[config.mk]
export PLATFORM = sky130hd
export DESIGN_NAME = ssx_core
export DESIGN_NICKNAME = d
export VERILOG_FILES = /design/src/ssx_pkg.sv /design/src/ssx_alu.sv /design/src/ssx_core.sv /design/src/ssx_decode.sv
export SDC_FILE = /design/constraint.sdc
export NUM_CORES = 1
export LEC_CHECK = 0
export BUFFER_PORTS_ARGS = -buffer_cell sky130_fd_sc_hd__buf_2
export CAP_MARGIN = 10
export CORE_MARGIN = 2
export CORE_UTILIZATION = 56
export CTS_CLUSTER_DIAMETER = 40
export DETAILED_ROUTE_END_ITERATION = 16
export GPL_TIMING_DRIVEN = 0
export PLACE_DENSITY = 0.86
export SYNTH_ARGS = -nofsm -noshare
export SYNTH_HDL_FRONTEND = slang
export SYNTH_SLANG_ARGS = --single-unit
[constraint.sdc]
create_clock -name MCLK -period 3.4 [get_ports MCLK]
set_input_delay 0 -clock MCLK [delete_from_list [all_inputs] [get_ports MCLK]]
set_output_delay 0 -clock MCLK [all_outputs]
set_load 0.01 [all_outputs]
[src/ssx_pkg.sv]
// Shared constants, encodings and carrier types of the decode/execute block
package ssx_pkg;

  // Instruction word layout
  localparam int IW_W = 14;
  localparam int OPC_HI = 13;
  localparam int OPC_LO = 8;
  localparam int DSEL_BIT = 7;
  localparam int FADDR_HI = 6;

  // Opcode patterns in the top six bits
  localparam logic [5:0] OPC_SUB = 6'h02;
  localparam logic [5:0] OPC_SWAP = 6'h0E;
  // Direction-load: upper ten bits fixed, bit 3 zero, low three select
  localparam logic [9:0] OPC_DIRLD = 10'h006;
  localparam logic [2:0] DIRSEL_MIN = 3'h5;
  localparam logic [2:0] DIRSEL_MAX = 3'h7;

  // Register port map
  localparam int RA_W = 4;
  localparam logic [3:0] RA_ACC = 4'h0;
  localparam logic [3:0] RA_STATUS = 4'h1;
  localparam logic [3:0] RA_DIR5 = 4'h5;
  localparam logic [3:0] RA_DIR6 = 4'h6;
  localparam logic [3:0] RA_DIR7 = 4'h7;

  // Status register fields
  localparam int ST_BORROW_INV = 0;
  localparam int ST_NIB_BORROW = 1;
  localparam int ST_NULL = 2;

  // Values after reset
  localparam logic [7:0] ACC_RST = 8'h00;
  localparam logic [7:0] DIR_RST = 8'hFF;
  localparam logic [2:0] FLAGS_RST = 3'h0;

  // Decoded instruction
  typedef struct packed {
    logic sub;
    logic swp;
    logic dirld;
    logic to_file;
    logic [6:0] faddr;
    logic [1:0] dsel;
  } ssx_dec_t;

  // Arithmetic result with the flags it produces
  typedef struct packed {
    logic [7:0] res;
    logic borrow_inv;
    logic nib_borrow;
    logic null_res;
  } ssx_alu_t;

endpackage

[src/ssx_alu.sv]
// Subtract and nibble-exchange datapath
`timescale 1ns/100ps
`default_nettype none
module ssx_alu
  import ssx_pkg::*;
(
  input wire logic [7:0] fval,
  input wire logic [7:0] acc,
  output ssx_alu_t sub_out,
  output logic [7:0] swp_out
);

  logic [8:0] diff;
  logic [4:0] ldiff;

  // Two's complement: f + ~acc + 1; carry out means no borrow
  always_comb
  begin
    diff = {1'b0, fval} + {1'b0, ~acc} + 9'h001;
    ldiff = {1'b0, fval[3:0]} + {1'b0, ~acc[3:0]} + 5'h01;
    sub_out.res = diff[7:0];
    sub_out.borrow_inv = diff[8];
    sub_out.nib_borrow = ldiff[4];
    sub_out.null_res = (diff[7:0] == 8'h00);
  end

  // Nibble exchange
  assign swp_out = {fval[3:0], fval[7:4]};

endmodule
`default_nettype wire

[src/ssx_core.sv]
// Execute stage for subtract, nibble exchange and direction-register load
//
// Overview of operation
// - Opcode 000010 computes file minus accumulator.
// - Destination bit 1 writes file, 0 accumulator.
// - No borrow sets borrow-inverse; zero sets null.
// - Borrow clears borrow-inverse; wrapped result stored.
// - Opcode 001110 exchanges nibbles; flags untouched.
// - Exchange result to accumulator or file.
// - Direction load copies accumulator, flags untouched.
// - Direction registers also reachable as addressed registers.
`timescale 1ns/100ps
`default_nettype none
module ssx_core
  import ssx_pkg::*;
(
  input wire logic MCLK,
  input wire logic RST,
  input wire logic INSTR_VALID,
  input wire logic [IW_W-1:0] INSTR_WORD,
  input wire logic [7:0] OPERAND,
  input wire logic [RA_W-1:0] REG_ADDR,
  input wire logic [7:0] REG_WDATA,
  input wire logic REG_WR,
  input wire logic REG_RD,
  output logic [7:0] REG_RDATA,
  output logic FILE_WE,
  output logic [6:0] FILE_ADDR,
  output logic [7:0] FILE_WDATA,
  output logic INSTR_DONE,
  output logic [7:0] ACC,
  output logic BORROW_INV,
  output logic NIBBLE_BORROW,
  output logic RESULT_NULL,
  output logic [7:0] DIRECTION5,
  output logic [7:0] DIRECTION6,
  output logic [7:0] DIRECTION7
);

  ////////////////////////////////////////////////////////////////////////////
  // Decode and datapath

  ssx_dec_t dec; // Decoded current word
  ssx_alu_t sub_r; // Subtraction result and flags
  logic [7:0] swp_r; // Exchanged operand
  logic [7:0] acc_ff; // Accumulator
  logic [2:0] flags_ff; // Borrow-inverse, nibble borrow, null
  logic [7:0] dir_ff [3]; // Port direction registers
  logic [7:0] rdata_ff; // Read data, valid one cycle after strobe
  logic fwe_ff; // File write strobe
  logic [6:0] faddr_ff; // File write address
  logic [7:0] fwdata_ff; // File write data
  logic done_ff; // Completion pulse

  ssx_decode u_dec
  (
    .valid(INSTR_VALID),
    .word(INSTR_WORD),
    .dec(dec)
  );

  // OPERAND carries the addressed file register in the same cycle
  ssx_alu u_alu
  (
    .fval(OPERAND),
    .acc(acc_ff),
    .sub_out(sub_r),
    .swp_out(swp_r)
  );

  // True when the bus writes a given register this cycle
  function automatic logic bus_hit(input logic wr, input logic [3:0] a,
                                   input logic [3:0] ofs);
    bus_hit = wr && (a == ofs);
  endfunction

  ////////////////////////////////////////////////////////////////////////////
  // File register write-back

  // One pulse per write-back; no stall, so back-to-back words are fine
  always_ff @(posedge MCLK or posedge RST)
  begin
    if (RST)
    begin
      fwe_ff <= 1'b0;
      faddr_ff <= 7'h00;
      fwdata_ff <= 8'h00;
    end
    else
    begin
      fwe_ff <= (dec.sub || dec.swp) && dec.to_file;
      faddr_ff <= dec.faddr;
      if (dec.sub)
      begin
        fwdata_ff <= sub_r.res;
      end
      else
      begin
        fwdata_ff <= swp_r;
      end
    end
  end

  // Completion follows every recognised word by exactly one edge
  always_ff @(posedge MCLK or posedge RST)
  begin
    if (RST)
    begin
      done_ff <= 1'b0;
    end
    else
    begin
      done_ff <= dec.sub || dec.swp || dec.dirld;
    end
  end

  ////////////////////////////////////////////////////////////////////////////
  // Accumulator

  // Instruction wins over a bus write in the same cycle, so the
  // program's view stays consistent
  always_ff @(posedge MCLK or posedge RST)
  begin
    if (RST)
    begin
      acc_ff <= ACC_RST;
    end
    else if (dec.sub && !dec.to_file)
    begin
      acc_ff <= sub_r.res;
    end
    else if (dec.swp && !dec.to_file)
    begin
      acc_ff <= swp_r;
    end
    else if (bus_hit(REG_WR, REG_ADDR, RA_ACC))
    begin
      acc_ff <= REG_WDATA;
    end
  end

  ////////////////////////////////////////////////////////////////////////////
  // Status flags

  // Only subtraction and a status-register bus write touch the flags; exchange and load leave them
  always_ff @(posedge MCLK or posedge RST)
  begin
    if (RST)
    begin
      flags_ff <= FLAGS_RST;
    end
    else if (dec.sub)
    begin
      flags_ff[ST_BORROW_INV] <= sub_r.borrow_inv;
      flags_ff[ST_NIB_BORROW] <= sub_r.nib_borrow;
      flags_ff[ST_NULL] <= sub_r.null_res;
    end
    else if (bus_hit(REG_WR, REG_ADDR, RA_STATUS))
    begin
      flags_ff <= REG_WDATA[2:0];
    end
  end

  ////////////////////////////////////////////////////////////////////////////
  // Direction registers

  // Legacy load or plain register write; the load takes priority
  always_ff @(posedge MCLK or posedge RST)
  begin
    if (RST)
    begin
      for (int i = 0; i < 3; i++)
      begin
        dir_ff[i] <= DIR_RST;
      end
    end
    else
    begin
      for (int i = 0; i < 3; i++)
      begin
        if (dec.dirld && (dec.dsel == 2'(i)))
        begin
          dir_ff[i] <= acc_ff;
        end
        else if (bus_hit(REG_WR, REG_ADDR, 4'(RA_DIR5 + 4'(i))))
        begin
          dir_ff[i] <= REG_WDATA;
        end
      end
    end
  end

  ////////////////////////////////////////////////////////////////////////////
  // Register read port

  // Data stand only in the cycle after the strobe; unmapped reads zero
  always_ff @(posedge MCLK or posedge RST)
  begin
    if (RST)
    begin
      rdata_ff <= 8'h00;
    end
    else if (!REG_RD)
    begin
      rdata_ff <= 8'h00;
    end
    else
    begin
      unique case (REG_ADDR)
        RA_ACC: rdata_ff <= acc_ff;
        RA_STATUS: rdata_ff <= {5'h00, flags_ff};
        RA_DIR5: rdata_ff <= dir_ff[0];
        RA_DIR6: rdata_ff <= dir_ff[1];
        RA_DIR7: rdata_ff <= dir_ff[2];
        default: rdata_ff <= 8'h00;
      endcase
    end
  end

  ////////////////////////////////////////////////////////////////////////////
  // Outputs, all from flip-flops

  assign REG_RDATA = rdata_ff;
  assign FILE_WE = fwe_ff;
  assign FILE_ADDR = faddr_ff;
  assign FILE_WDATA = fwdata_ff;
  assign INSTR_DONE = done_ff;
  assign ACC = acc_ff;
  assign BORROW_INV = flags_ff[ST_BORROW_INV];
  assign NIBBLE_BORROW = flags_ff[ST_NIB_BORROW];
  assign RESULT_NULL = flags_ff[ST_NULL];
  assign DIRECTION5 = dir_ff[0];
  assign DIRECTION6 = dir_ff[1];
  assign DIRECTION7 = dir_ff[2];

  logic [7:0] swp_in; // Exchanged operand seen at the ports
  logic st_wr; // Bus write to the status register
  assign swp_in = {OPERAND[3:0], OPERAND[7:4]};
  assign st_wr = REG_WR && (REG_ADDR == RA_STATUS);
endmodule
`default_nettype wire

[src/ssx_decode.sv]
// Instruction decoder for subtract, nibble exchange and direction load
`timescale 1ns/100ps
`default_nettype none
module ssx_decode
  import ssx_pkg::*;
(
  input wire logic valid,
  input wire logic [IW_W-1:0] word,
  output ssx_dec_t dec
);

  // Pure decode; the direction-load field must fall in its legal range
  always_comb
  begin
    dec = '0;
    dec.to_file = word[DSEL_BIT];
    dec.faddr = word[FADDR_HI:0];
    dec.dsel = 2'(word[2:0] - DIRSEL_MIN);
    dec.sub = valid && (word[OPC_HI:OPC_LO] == OPC_SUB);
    dec.swp = valid && (word[OPC_HI:OPC_LO] == OPC_SWAP);
    // Bit 3 must be zero; selects outside the range are ignored
    dec.dirld = valid && (word[OPC_HI:4] == OPC_DIRLD) && !word[3]
                && (word[2:0] >= DIRSEL_MIN) && (word[2:0] <= DIRSEL_MAX);
  end

endmodule
`default_nettype wire

# After elaboration in Yosys (flattened, before gate mapping)
# Cells that the tools add are included.
[totals]
reg_bits = 60
out_inout_bits = 60
elab_cells = 71
[classes]
add_sub_neg = 5
magnitude_cmp = 2
eq_ne = 9
muxes = 14
n_bitwise = 2
n_reduce_logical = 29
[op_table]
columns = ["operator", "count"]
rows = [
  ["two-way mux 8 bit", 11],
  ["one-hot mux 8 bit (5 select lines)", 1],
  ["logical AND 1 bit", 17],
  ["== test 4 x 3 -> 1 bit, second input constant", 3],
  ["== test 10 x 3 -> 1 bit, second input constant", 1],
  ["adder 8 x 8 -> 9 bit", 1],
  ["adder 9 x 1 -> 9 bit, second input constant", 1],
  ["zero test 8 bit", 1],
  ["NOT 8 bit", 1],
  ["nonzero test 2 bit", 4],
  ["== test 6 x 2 -> 1 bit, second input constant", 1],
  ["== test 6 x 4 -> 1 bit, second input constant", 1],
  ["two-way mux 3 bit", 2],
  ["adder 4 x 4 -> 5 bit", 1],
  ["adder 5 x 1 -> 5 bit, second input constant", 1],
  ["== test 4 x 1 -> 1 bit, second input constant", 1],
  ["zero test 4 bit", 1],
  ["NOT 4 bit", 1],
  ["greater-or-equal comparator 3 bit, second input constant", 1],
  ["less-or-equal comparator 3 bit, second input constant", 1],
  ["nonzero test 3 bit", 1],
  ["== test 2 x 1 -> 1 bit, second input constant", 1],
  ["== test 2 bit, second input constant", 1],
  ["zero test 1 bit", 2],
  ["3 further kinds", 4],
]

# Depth between registers and ports, before layout
# Gate-level depths: netlist of the first run.
[depth]
word_depth = 7
depth_mapped = 9
ltp_nobuf = 9

# Cells and area by module
# A second synthesis of the first run with hierarchy kept.
[hier_totals]
hier_cells = 399
hier_area_um2 = 3718.6
[by_module_without_submodules]
columns = ["mod", "n_inst", "cells_per_inst", "area_per_inst_um2", "seq_area_each_um2"]
rows = [
  ["ssx_core", 1, 315, 3100.5, 1531.5],
  ["ssx_alu", 1, 60, 441.7, 0.0],
  ["ssx_decode", 1, 24, 176.4, 0.0],
]

# Worst setup path before layout of the first run
# OpenSTA, ideal clock, no wires.
[synth_timing]
path_kind = "register to register"
start = "register acc_ff[0], in the netlist ACC[0]"
end = "register acc_ff[4], in the netlist ACC[4]"
setup_ns = 0.121
arrival_ns = 2.066
required_time_ns = 3.279
setup_slack_ns = 1.213
stages_incl_launch_ff = 9
synth_period_minus_slack_ns = 2.187
cell_sequence = "dfrtp_1 ha_1 inv_1 fa_1 and3_1 or3_1 a32oi_1 o21ai_0 a22o_1"
[synth_via]
elab_chain_len = 4
[synth_rtl]
columns = ["item", "line", "rtl"]
rows = [
  ["start, declared", "ssx_core.sv:46", "logic [7:0] acc_ff;"],
  ["start signal, assigned", "ssx_core.sv:130", "acc_ff <= sub_r.res;"],
  ["start signal, assigned", "ssx_core.sv:134", "acc_ff <= swp_r;"],
  ["NOT 8 bit", "ssx_alu.sv:19", "diff = {1'b0, fval} + {1'b0, ~acc} + 9'h001;"],
  ["adder 8 x 8 -> 9 bit", "ssx_alu.sv:19", ""],
  ["adder 9 x 1 -> 9 bit", "ssx_alu.sv:19", ""],
  ["two-way mux 8 bit", "ssx_core.sv:128", "else if (dec.sub && !dec.to_file)"],
]
# Every way passes these cells.
# A chain may end at the register's enable or synchronous reset.

# Worst setup path in the final report of the first run
[layout_timing]
start = "register acc_ff[0], in the netlist ACC[0]"
end = "register flags_ff[2]"
[layout_via]
elab_chain_len = 5
[layout_rtl]
columns = ["item", "line", "rtl"]
rows = [
  ["NOT 8 bit", "ssx_alu.sv:19", ""],
  ["adder 8 x 8 -> 9 bit", "ssx_alu.sv:19", ""],
  ["adder 9 x 1 -> 9 bit", "ssx_alu.sv:19", ""],
  ["zero test 8 bit", "ssx_alu.sv:24", "sub_out.null_res = (diff[7:0] == 8'h00);"],
  ["two-way mux 3 bit", "ssx_core.sv:152", "else if (dec.sub)"],
  ["end signal, assigned by index", "ssx_core.sv:154", "flags_ff[ST_BORROW_INV] <= sub_r.borrow_inv;"],
  ["end signal, assigned by index", "ssx_core.sv:155", "flags_ff[ST_NIB_BORROW] <= sub_r.nib_borrow;"],
  ["end signal, assigned by index", "ssx_core.sv:156", "flags_ff[ST_NULL] <= sub_r.null_res;"],
  ["end, declared", "ssx_core.sv:47", "logic [2:0] flags_ff;"],
]
# Every way passes these cells.

==> results of run 1 <==
[cells by family (layout without fill, tap and decap cells)]
family | Yosys count | count (layout) | synth area share [%]
AOI/OAI and AO/OA | 114 | 114 | 22.0
xor gates and xnor gates | 3 | 3 | 0.774
adders and majority gates | 9 | 9 | 3.54
buffers and inverters | 31 | 166 | 3.76
DFF | 60 | 60 | 45.1
muxes | 28 | 28 | 8.37
and+or+nand+nor | 102 | 102 | 16.5
[flip-flops by register name, summed over array words and instances (netlist names)]
signal	flops
ACC	8
DIRECTION5	8
DIRECTION6	8
DIRECTION7	8
FILE_WDATA	8
REG_RDATA	8
FILE_ADDR	7
flags_ff	3
FILE_WE	1
INSTR_DONE	1
[area by class of cell]
class                   instances  area share (%)
flip-flops and latches         60            34.6
inverters                      15            1.27
clock inverters                 4            1.64
well taps                      75            2.12
clock buffers                  12            3.27
plain buffers                  16            1.61
repair buffers                119            16.4
multi-input cells             256            39.2
[tightest hold or removal path, cell delays in order]
cell     delay, ns
buf_2         0.14
mux2i_1       0.13
a21oi_1       0.08
[how the worst min path moves through the flow]
stage,endpoint,cells after the start
floorplan,FILE_ADDR[0],0
finish,DIRECTION5[4],3
global placement,FILE_ADDR[5],1
detailed placement,REG_RDATA[3],2
CTS,DIRECTION5[4],3
global route,DIRECTION5[4],3
[power groups by stage]
stage	logic [mW]	clock network, mW	registers, mW
4_1_cts	0.677	0.729	0.999
5_1_grt	0.753	0.759	1.02
3_5_place_dp	0.656	0	1.01
6_report	0.688	0.731	1.01
3_3_place_gp	0.633	0	1.00
2_1_floorplan	0.346	0	1.03
[routing by layer]
| layer | wire [µm] | up-vias | part of all wire, % |
|---|---|---|---|
| li1 | - | 1559 | - |
| met1 | 4220 | 1671 | 38 |
| met2 | 5490 | 253 | 50 |
| met3 | 961 | 49 | 8.7 |
| met4 | 393 | 0 | 3.6 |
| met5 | 0 | - | 0 |
[cell usage in the layout (no fill, tap or decap), types with 4 or more instances in the layout]
cell type	instances
buf_2	98
a21oi_1	39
dfrtp_1	36
nor2_1	35
mux2i_1	25
dfstp_2	24
nand2_1	24
dlygate4sd3_1	23
o21ai_0	22
inv_1	14
clkbuf_1	13
clkbuf_8	10
a222oi_1	8
ha_1	8
nand3_1	6
a21o_1	6
a22oi_1	6
nor4_1	5
nand3b_1	4
o2111ai_1	4
[what timing repair did]
action,CTS,global route
setup buffers,0,0
hold buffers,23,0
hold endpoints to repair,65,0
==> results.toml, run 1 <==
[yosys]
syn_area_um2 = 3390
ys_async_sr_fraction_pct = 100
ys_seq_area_share_pct = 45.1
postSynthAreaPerCell_um2 = 9.78
yosys_most_used_dff = "dfrtp_1"
yosysWarnings = 0
synth_commonest_cells = "a21oi_1 (39), dfrtp_1 (36), nor2_1 (35), mux2i_1 (25)"
synth_cells = 347
synth.most_common_cell = "a21oi_1"
synth_top_area_share_pct = 26.5
synth_area_leaders = "dfrtp_1 (27%), dfstp_2 (19%), mux2i_1 (7.4%), a21oi_1 (5.8%), nor2_1 (3.9%)"
synth_cell_types = 56
yosysTopAreaCell = "dfrtp_1"
synth_edf_count = 0
ys_ff_latch = 60
synth_fp_nets = 395

[global_routing]
grt_use_met1_pct = 41.9
grt-ovfl-total = 0
busiest_layer = "met2"
grt_max_degree = 46
grt_pass1_vias = 3391
antenna_found_initial = 0
grt_pass1_wl_um = 17000
use_met3_pct = 6.04
grt.total_usage_pct = 34.2
use_met2_pct = 58.6

[sta]
slew_viol_final = 0
rsz0062_at_grt = "no"
max_freq_ghz = 0.383
tightest_slew_ns = 0.645
hold_viol = 0
finalCritPeriodShare_pct = 76.7
fin_crit_ns = 2.61
setup_viol = 0
holdWs_ns = 0.00824
fin_skew_ns = 0.0105
setup_tns_ns = 0
finalWorstSetupSlack_ns = 0.791
relSlewSlack_pct = 56.9

[worst_hold_path]
hold_path.class = "in2reg"
hold_start = "REG_WDATA[4]"

[worst_setup_path]
r2r_slack_ns = 0.79
cp-start-kind = "flip-flop"
arrival_ns = 2.89
required_ns = 3.68
ff2ff_path_depth = 8
path_buf_inv = 1
rr_endpoint = "flags_ff[2]"
endpoint = "flags_ff[2]"
worstSetupStartpoint = "ACC[0]"
cpPeakStageDelay_ns = 0.50
r2r-start = "ACC[0]"
crit_family = "compound AO/OA/AOI/OAI gates"
worstSetupEndpointType = "flip-flop"
cp_cell_sequence = "ha_1 -> inv_1 -> fa_1 -> a21o_1 -> a221oi_1 -> xor2_1 -> o2111ai_1 -> a21oi_1"
slowest_stage = "dfrtp_1"
cp.depth = 8
path_max_fanout = 7
crit_type = "reg2reg"

[finish]
syn_to_final_growth_pct = 30.6
stdcell_count = 557
final_util_pct = 75.3
nets = 525
fin_area_um2 = 4430
multi_input_area_um2 = 1740
final_layout_size_suffix_gt1_share_pct = 30.7
fillCellCount = 400
regArea_um2 = 1530
antenna_cells = 0

[floorplan]
die_area_um2 = 6700
row_count = 28
fp.dieW_um = 81.9
die_h_um = 81.9
design.core.area_um2 = 5890
start_util_pct = 57.7
io_pins = 99

[clock_tree]
clk_pin_slew_ns = 0.07
cts_resized = 0
cts_made_buffers = 9
cts_root_buf = "clkbuf_8"
clock_path_buffers = 2
clock_sinks = 60
cts_htree_levels = 3
clkLatencyLatePin_ns = 0.35
cts_tree = "built"

[power_and_ir_drop]
finalPower_mw = 2.43
switching_power_uw = 821
cellPowerDensity_nw_per_um2 = 548
pwr-share-clk_pct = 30.1
vdd_drop_max_mv = 0.323
p_int_mw = 1.61
netSwitchingFraction_pct = 33.8
p_leak_nw = 2.20
pwr-share-comb_pct = 28.3
seq_power_share_pct = 41.5

[run_status]
status = "complete, no violations"

[place]
dpl.cell_count = 518
place_ws_ns = 0.815
dp_hpwl_um = 7720
postPlaceCellArea_um2 = 3980
gp_congestion = 0.940
port_buffers = 95

[routing]
drt_pre_antenna_iters = 7
drc = 0
wl_per_cell_um = 19.9
via_count = 3532
final_antenna_net_count = 0
avgViaCountPerCell = 6.34
routed_wl_um = 11100
drt_iter0_drc = 374

[run]
max_cap_viol_count = 0
(Power assumes the default switching activity.)
==> inputs of run 2 (changes only) <==
--- a/config.mk
+++ b/config.mk
@@ -8,11 +8,11 @@
 export BUFFER_PORTS_ARGS = -buffer_cell sky130_fd_sc_hd__buf_2
 export CAP_MARGIN = 10
 export CORE_MARGIN = 2
-export CORE_UTILIZATION = 56
+export CORE_UTILIZATION = 52
 export CTS_CLUSTER_DIAMETER = 40
 export DETAILED_ROUTE_END_ITERATION = 16
 export GPL_TIMING_DRIVEN = 0
-export PLACE_DENSITY = 0.86
+export PLACE_DENSITY = 0.81
 export SYNTH_ARGS = -nofsm -noshare
 export SYNTH_HDL_FRONTEND = slang
 export SYNTH_SLANG_ARGS = --single-unit
==> constraint.sdc (replaced) <==
create_clock -name MCLK -period 2.6 [get_ports MCLK]
set_input_delay 0 -clock MCLK [delete_from_list [all_inputs] [get_ports MCLK]]
set_output_delay 0 -clock MCLK [all_outputs]
set_load 0.01 [all_outputs]
==> results.toml, run 2 (synthesized netlist as in run 1, its figures left out) <==
[global_routing]
grt_max_degree = 46
use_met2_pct = 49.3
grt-ovfl-total = 0
use_met3_pct = 6.19
busiest_layer = "met2"
grt.total_usage_pct = 29.3
grt_pass1_vias = 3226
grt_pass1_wl_um = 16500
grt_use_met1_pct = 37.1
antenna_found_initial = 0

[clock_tree]
cts_htree_levels = 3
clock_sinks = 60
clk_pin_slew_ns = 0.07
cts_tree = "built"
cts_made_buffers = 9
clkLatencyLatePin_ns = 0.34
clock_path_buffers = 2
cts_root_buf = "clkbuf_8"

[floorplan]
die_h_um = 84.8
start_util_pct = 53.8
fp.dieW_um = 84.8
io_pins = 99
die_area_um2 = 7190
row_count = 29
design.core.area_um2 = 6310

[finish]
layout_commonest_cell = "buf_2"
syn_to_final_growth_pct = 31.2
layout_common_cells = "buf_2 (98), a21oi_1 (39), dfrtp_1 (35), nor2_1 (35)"
antenna_cells = 0
final_layout_size_suffix_gt1_share_pct = 31.4
nets = 527
final_util_pct = 70.5

[routing]
routed_wl_um = 10300
avgViaCountPerCell = 6.13
drt_pre_antenna_iters = 5
wl_per_cell_um = 18.4
via_count = 3438
final_antenna_net_count = 0
drt_iter0_drc = 232
drc = 0

[sta]
holdWs_ns = 0.0193
rsz0062_at_grt = "no"
fin_skew_ns = 0.00910
setup_tns_ns = 0
max_freq_ghz = 0.419
tightest_slew_ns = 0.735
hold_viol = 0
fin_crit_ns = 2.39
relSlewSlack_pct = 50.9
setup_viol = 0
finalCritPeriodShare_pct = 91.9
slew_viol_final = 0

[place]
dp_hpwl_um = 7300
port_buffers = 95
gp_congestion = 1.04

[run]
max_cap_viol_count = 0

[power_and_ir_drop]
vdd_drop_max_mv = 0.459
p_leak_nw = 2.20
cellPowerDensity_nw_per_um2 = 696

[worst_setup_path]
crit_type = "reg2reg"
cp_cell_sequence = "ha_1 -> inv_1 -> fa_1 -> and3_1 -> or3_1 -> a32oi_1 -> o21ai_0 -> a22o_1"
path_max_fanout = 7
required_ns = 2.83
cp-start-kind = "flip-flop"
slowest_stage = "dfrtp_2"
cpPeakStageDelay_ns = 0.46
worstSetupEndpointType = "flip-flop"
arrival_ns = 2.62

[worst_hold_path]
hold_path.class = "in2reg"

[run_status]
status = "complete, no violations"
-- run 2: stage by stage --
| step | power, mW | cells | instance area [µm²] | worst slack, ns |
|---|---|---|---|---|
| 6_report | 3.10 | 561 | 4450 | 0.211 |
| 5_1_grt | 3.24 | 561 | 4450 | 0.107 |
| 4_1_cts | 3.07 | 561 | 4440 | 0.0989 |
| 3_5_place_dp | 2.17 | 520 | 3990 | 0.127 |
| 3_3_place_gp | 2.13 | 519 | 3970 | 0.145 |
| 2_1_floorplan | 1.80 | 347 | 3390 | 0.413 |
-- run 2: path summary, 6_finish.rpt --
path                                    start             to  slack (ns)  cells after the start
worst max register to register         ACC[0]         ACC[4]        0.21                      8
min in group asynchronous                 RST   REG_RDATA[2]        0.16                      3
max in group asynchronous                 RST  DIRECTION7[6]        1.83                      4
worst min register to register  DIRECTION6[7]   REG_RDATA[7]        0.52                      2
worst max-delay path                   ACC[0]         ACC[4]        0.21                      8
worst min-delay path             REG_WDATA[0]  DIRECTION7[0]        0.02                      3
-- run 2: layout make-up --
cell class,instances,area (µm²)
clock buffers,12,155
multi-input cells,256,1750
clock inverters,4,47.5
flip-flops and latches,60,1530
inverters,15,56.3
well taps,77,96.3
repair buffers,121,746
plain buffers,16,71.3
fillers,494,1860
-- run 2: critical path: cells and delay by family (launching register included) --
family | cells | cell delay, ns
buf+inv | 1 | 0.06
flops | 1 | 0.46
simple gates | 2 | 0.56
compound gates | 3 | 0.57
fa+ha+maj | 2 | 0.63
-- run 2: what timing repair did --
item	4_1_cts	5_1_grt
setup buffers	0	0
resized for setup	0	3
hold endpoints to repair	68	0
endpoints found under the setup margin	0	3
hold buffers	25	0
-- run 2: routing by layer --
metal  vias up  wire length (µm)  part of all wire (%)
met5         -                 0                     0
met4         0               289                   2.8
met3        35               993                   9.6
met2       225              5120                    49
met1      1612              3940                    38
li1       1566                 -                     -
-- run 2: where the power goes --
group	internal [mW]	leakage, nW	total [mW]	switching [mW]
sequential	1.15	0.698	1.32	0.176
clock	0.492	0.102	0.885	0.393
combinational	0.394	1.40	0.892	0.497
==> inputs of run 3 (changes only) <==
==> constraint.sdc (replaced) <==
create_clock -name MCLK -period 2.5 [get_ports MCLK]
set_input_delay 0 -clock MCLK [delete_from_list [all_inputs] [get_ports MCLK]]
set_output_delay 0 -clock MCLK [all_outputs]
set_load 0.01 [all_outputs]
==> results.toml, run 3 (synthesized netlist as in run 1, its figures left out) <==
[run_status]
status = "complete, no violations"

[routing]
drt_iter0_drc = 284
final_antenna_net_count = 0
via_count = 3424
routed_wl_um = 10400
drc = 0
drt_pre_antenna_iters = 7
wl_per_cell_um = 18.5
avgViaCountPerCell = 6.09

[worst_hold_path]
hold_path_end = "DIRECTION7[0]"
hold_start = "REG_WDATA[0]"
whs_path_depth = 3
hold_path.class = "in2reg"

[floorplan]
die_h_um = 84.8
design.core.area_um2 = 6310
io_pins = 99
fp.dieW_um = 84.8
start_util_pct = 53.8
die_area_um2 = 7190
row_count = 29

[sta]
finalCritPeriodShare_pct = 95.9
holdWs_ns = 0.0177
slew_viol_final = 0
rsz0062_at_grt = "no"
fin_skew_ns = 0.00531
hold_viol = 0
tightest_slew_ns = 0.683
fin_crit_ns = 2.40
finalWorstSetupSlack_ns = 0.104
relSlewSlack_pct = 54.4
setup_viol = 0
max_freq_ghz = 0.417
setup_tns_ns = 0

[power_and_ir_drop]
vdd_drop_max_mv = 0.477
netSwitchingFraction_pct = 34.3
cellPowerDensity_nw_per_um2 = 726
seq_power_share_pct = 42.5
pwr-share-comb_pct = 29.2
pwr-share-clk_pct = 28.3
p_int_mw = 2.13
switching_power_mw = 1.11
p_leak_nw = 2.21

[worst_setup_path]
cp-start-kind = "flip-flop"
r2r-start = "ACC[3]"
cp_cell_sequence = "inv_1 -> ha_1 -> a21o_1 -> a21oi_1 -> a21boi_1 -> or4_1 -> a32oi_1"
crit_type = "reg2reg"
r2r_slack_ns = 0.10
required_ns = 2.75
path_max_fanout = 7
rr_endpoint = "ACC[5]"
worstSetupEndpointType = "flip-flop"
ff2ff_path_depth = 7
slowest_stage = "or4_1"
cpPeakStageDelay_ns = 0.55
arrival_ns = 2.65

[clock_tree]
clock_path_buffers = 2
cts_htree_levels = 3
clkLatencyLatePin_ns = 0.34
clock_sinks = 60
cts_tree = "built"
cts_root_buf = "clkbuf_8"
cts_made_buffers = 9
clk_pin_slew_ns = 0.07

[finish]
layout_commonest_cell = "buf_2"
nets = 528
regArea_um2 = 1530
syn_to_final_growth_pct = 31.4
final_util_pct = 70.7
layout_common_cells = "buf_2 (98), a21oi_1 (39), dfrtp_1 (35), nor2_1 (35)"
fillCellCount = 492
fin_area_um2 = 4460
final_layout_size_suffix_gt1_share_pct = 31.5
multi_input_area_um2 = 1750
antenna_cells = 0

[global_routing]
grt_max_degree = 46
grt-ovfl-total = 0
grt_pass1_wl_um = 16500
grt_pass1_vias = 3226
grt.total_usage_pct = 29.3
antenna_found_initial = 0

[place]
dp_hpwl_um = 7300
postPlaceCellArea_um2 = 3990
port_buffers = 95
gp_congestion = 1.04
place_ws_ns = 0.0267

[run]
max_cap_viol_count = 0
[run 3: final cells by class]
cell class	count	area share, %
clock inverters	4	1.07
clock buffers	12	3.48
inverters	15	1.26
well taps	77	2.16
repair buffers	122	16.9
plain buffers	16	1.60
flip-flops and latches	60	34.4
multi-input cells	256	39.2
[run 3: metal layers]
| layer | vias to the layer above | global-route usage [%] | part of all wire (%) |
|---|---|---|---|
| li1 | 1564 | - | - |
| met1 | 1638 | 37.1 | 39 |
| met2 | 191 | 49.3 | 50 |
| met3 | 31 | 6.19 | 8.4 |
| met4 | 0 | 10.8 | 2.7 |
| met5 | - | 0 | 0 |
[run 3: per-stage QoR]
stage	instances	total power, mW
2_1_floorplan	347	1.88
3_3_place_gp	519	2.21
3_5_place_dp	520	2.25
4_1_cts	561	3.19
5_1_grt	562	3.39
6_report	562	3.24
[run 3: critical path, delay by kind of cell, from the launching register on]
| kind | cells | cell delay, ns |
|---|---|---|
| flops | 1 | 0.50 |
| compound gates | 4 | 0.82 |
| simple gates | 1 | 0.55 |
| fa+ha+maj | 1 | 0.35 |
| buf+inv | 1 | 0.08 |
[run 3: power by group through the flow]
stage               combinational (mW)  sequential (mW)  clock, mW
floorplan                        0.471             1.41          0
CTS                              0.907             1.36      0.919
detailed placement               0.873             1.38          0
global route                      1.03             1.39      0.967
finish                           0.945             1.38      0.918
global placement                 0.845             1.37          0
[run 3: how the worst max path moves through the flow]
stage	start	cells after the start	endpoint	slack, ns
6_report	ACC[3]	7	ACC[5]	0.10
5_1_grt	ACC[3]	7	ACC[5]	0.005
4_1_cts	ACC[3]	7	ACC[7]	0.07
3_5_place_dp	ACC[0]	8	flags_ff[2]	0.03
3_3_place_gp	ACC[0]	8	flags_ff[2]	0.04
2_1_floorplan	ACC[0]	8	ACC[4]	0.31
[run 3: repair_timing]
item,CTS,global route
hold buffers,25,0
setup endpoints to repair,1,3
endpoints found under the hold margin,68,0
gates resized for setup,1,2
pin swaps,0,1
buffers inserted,0,1
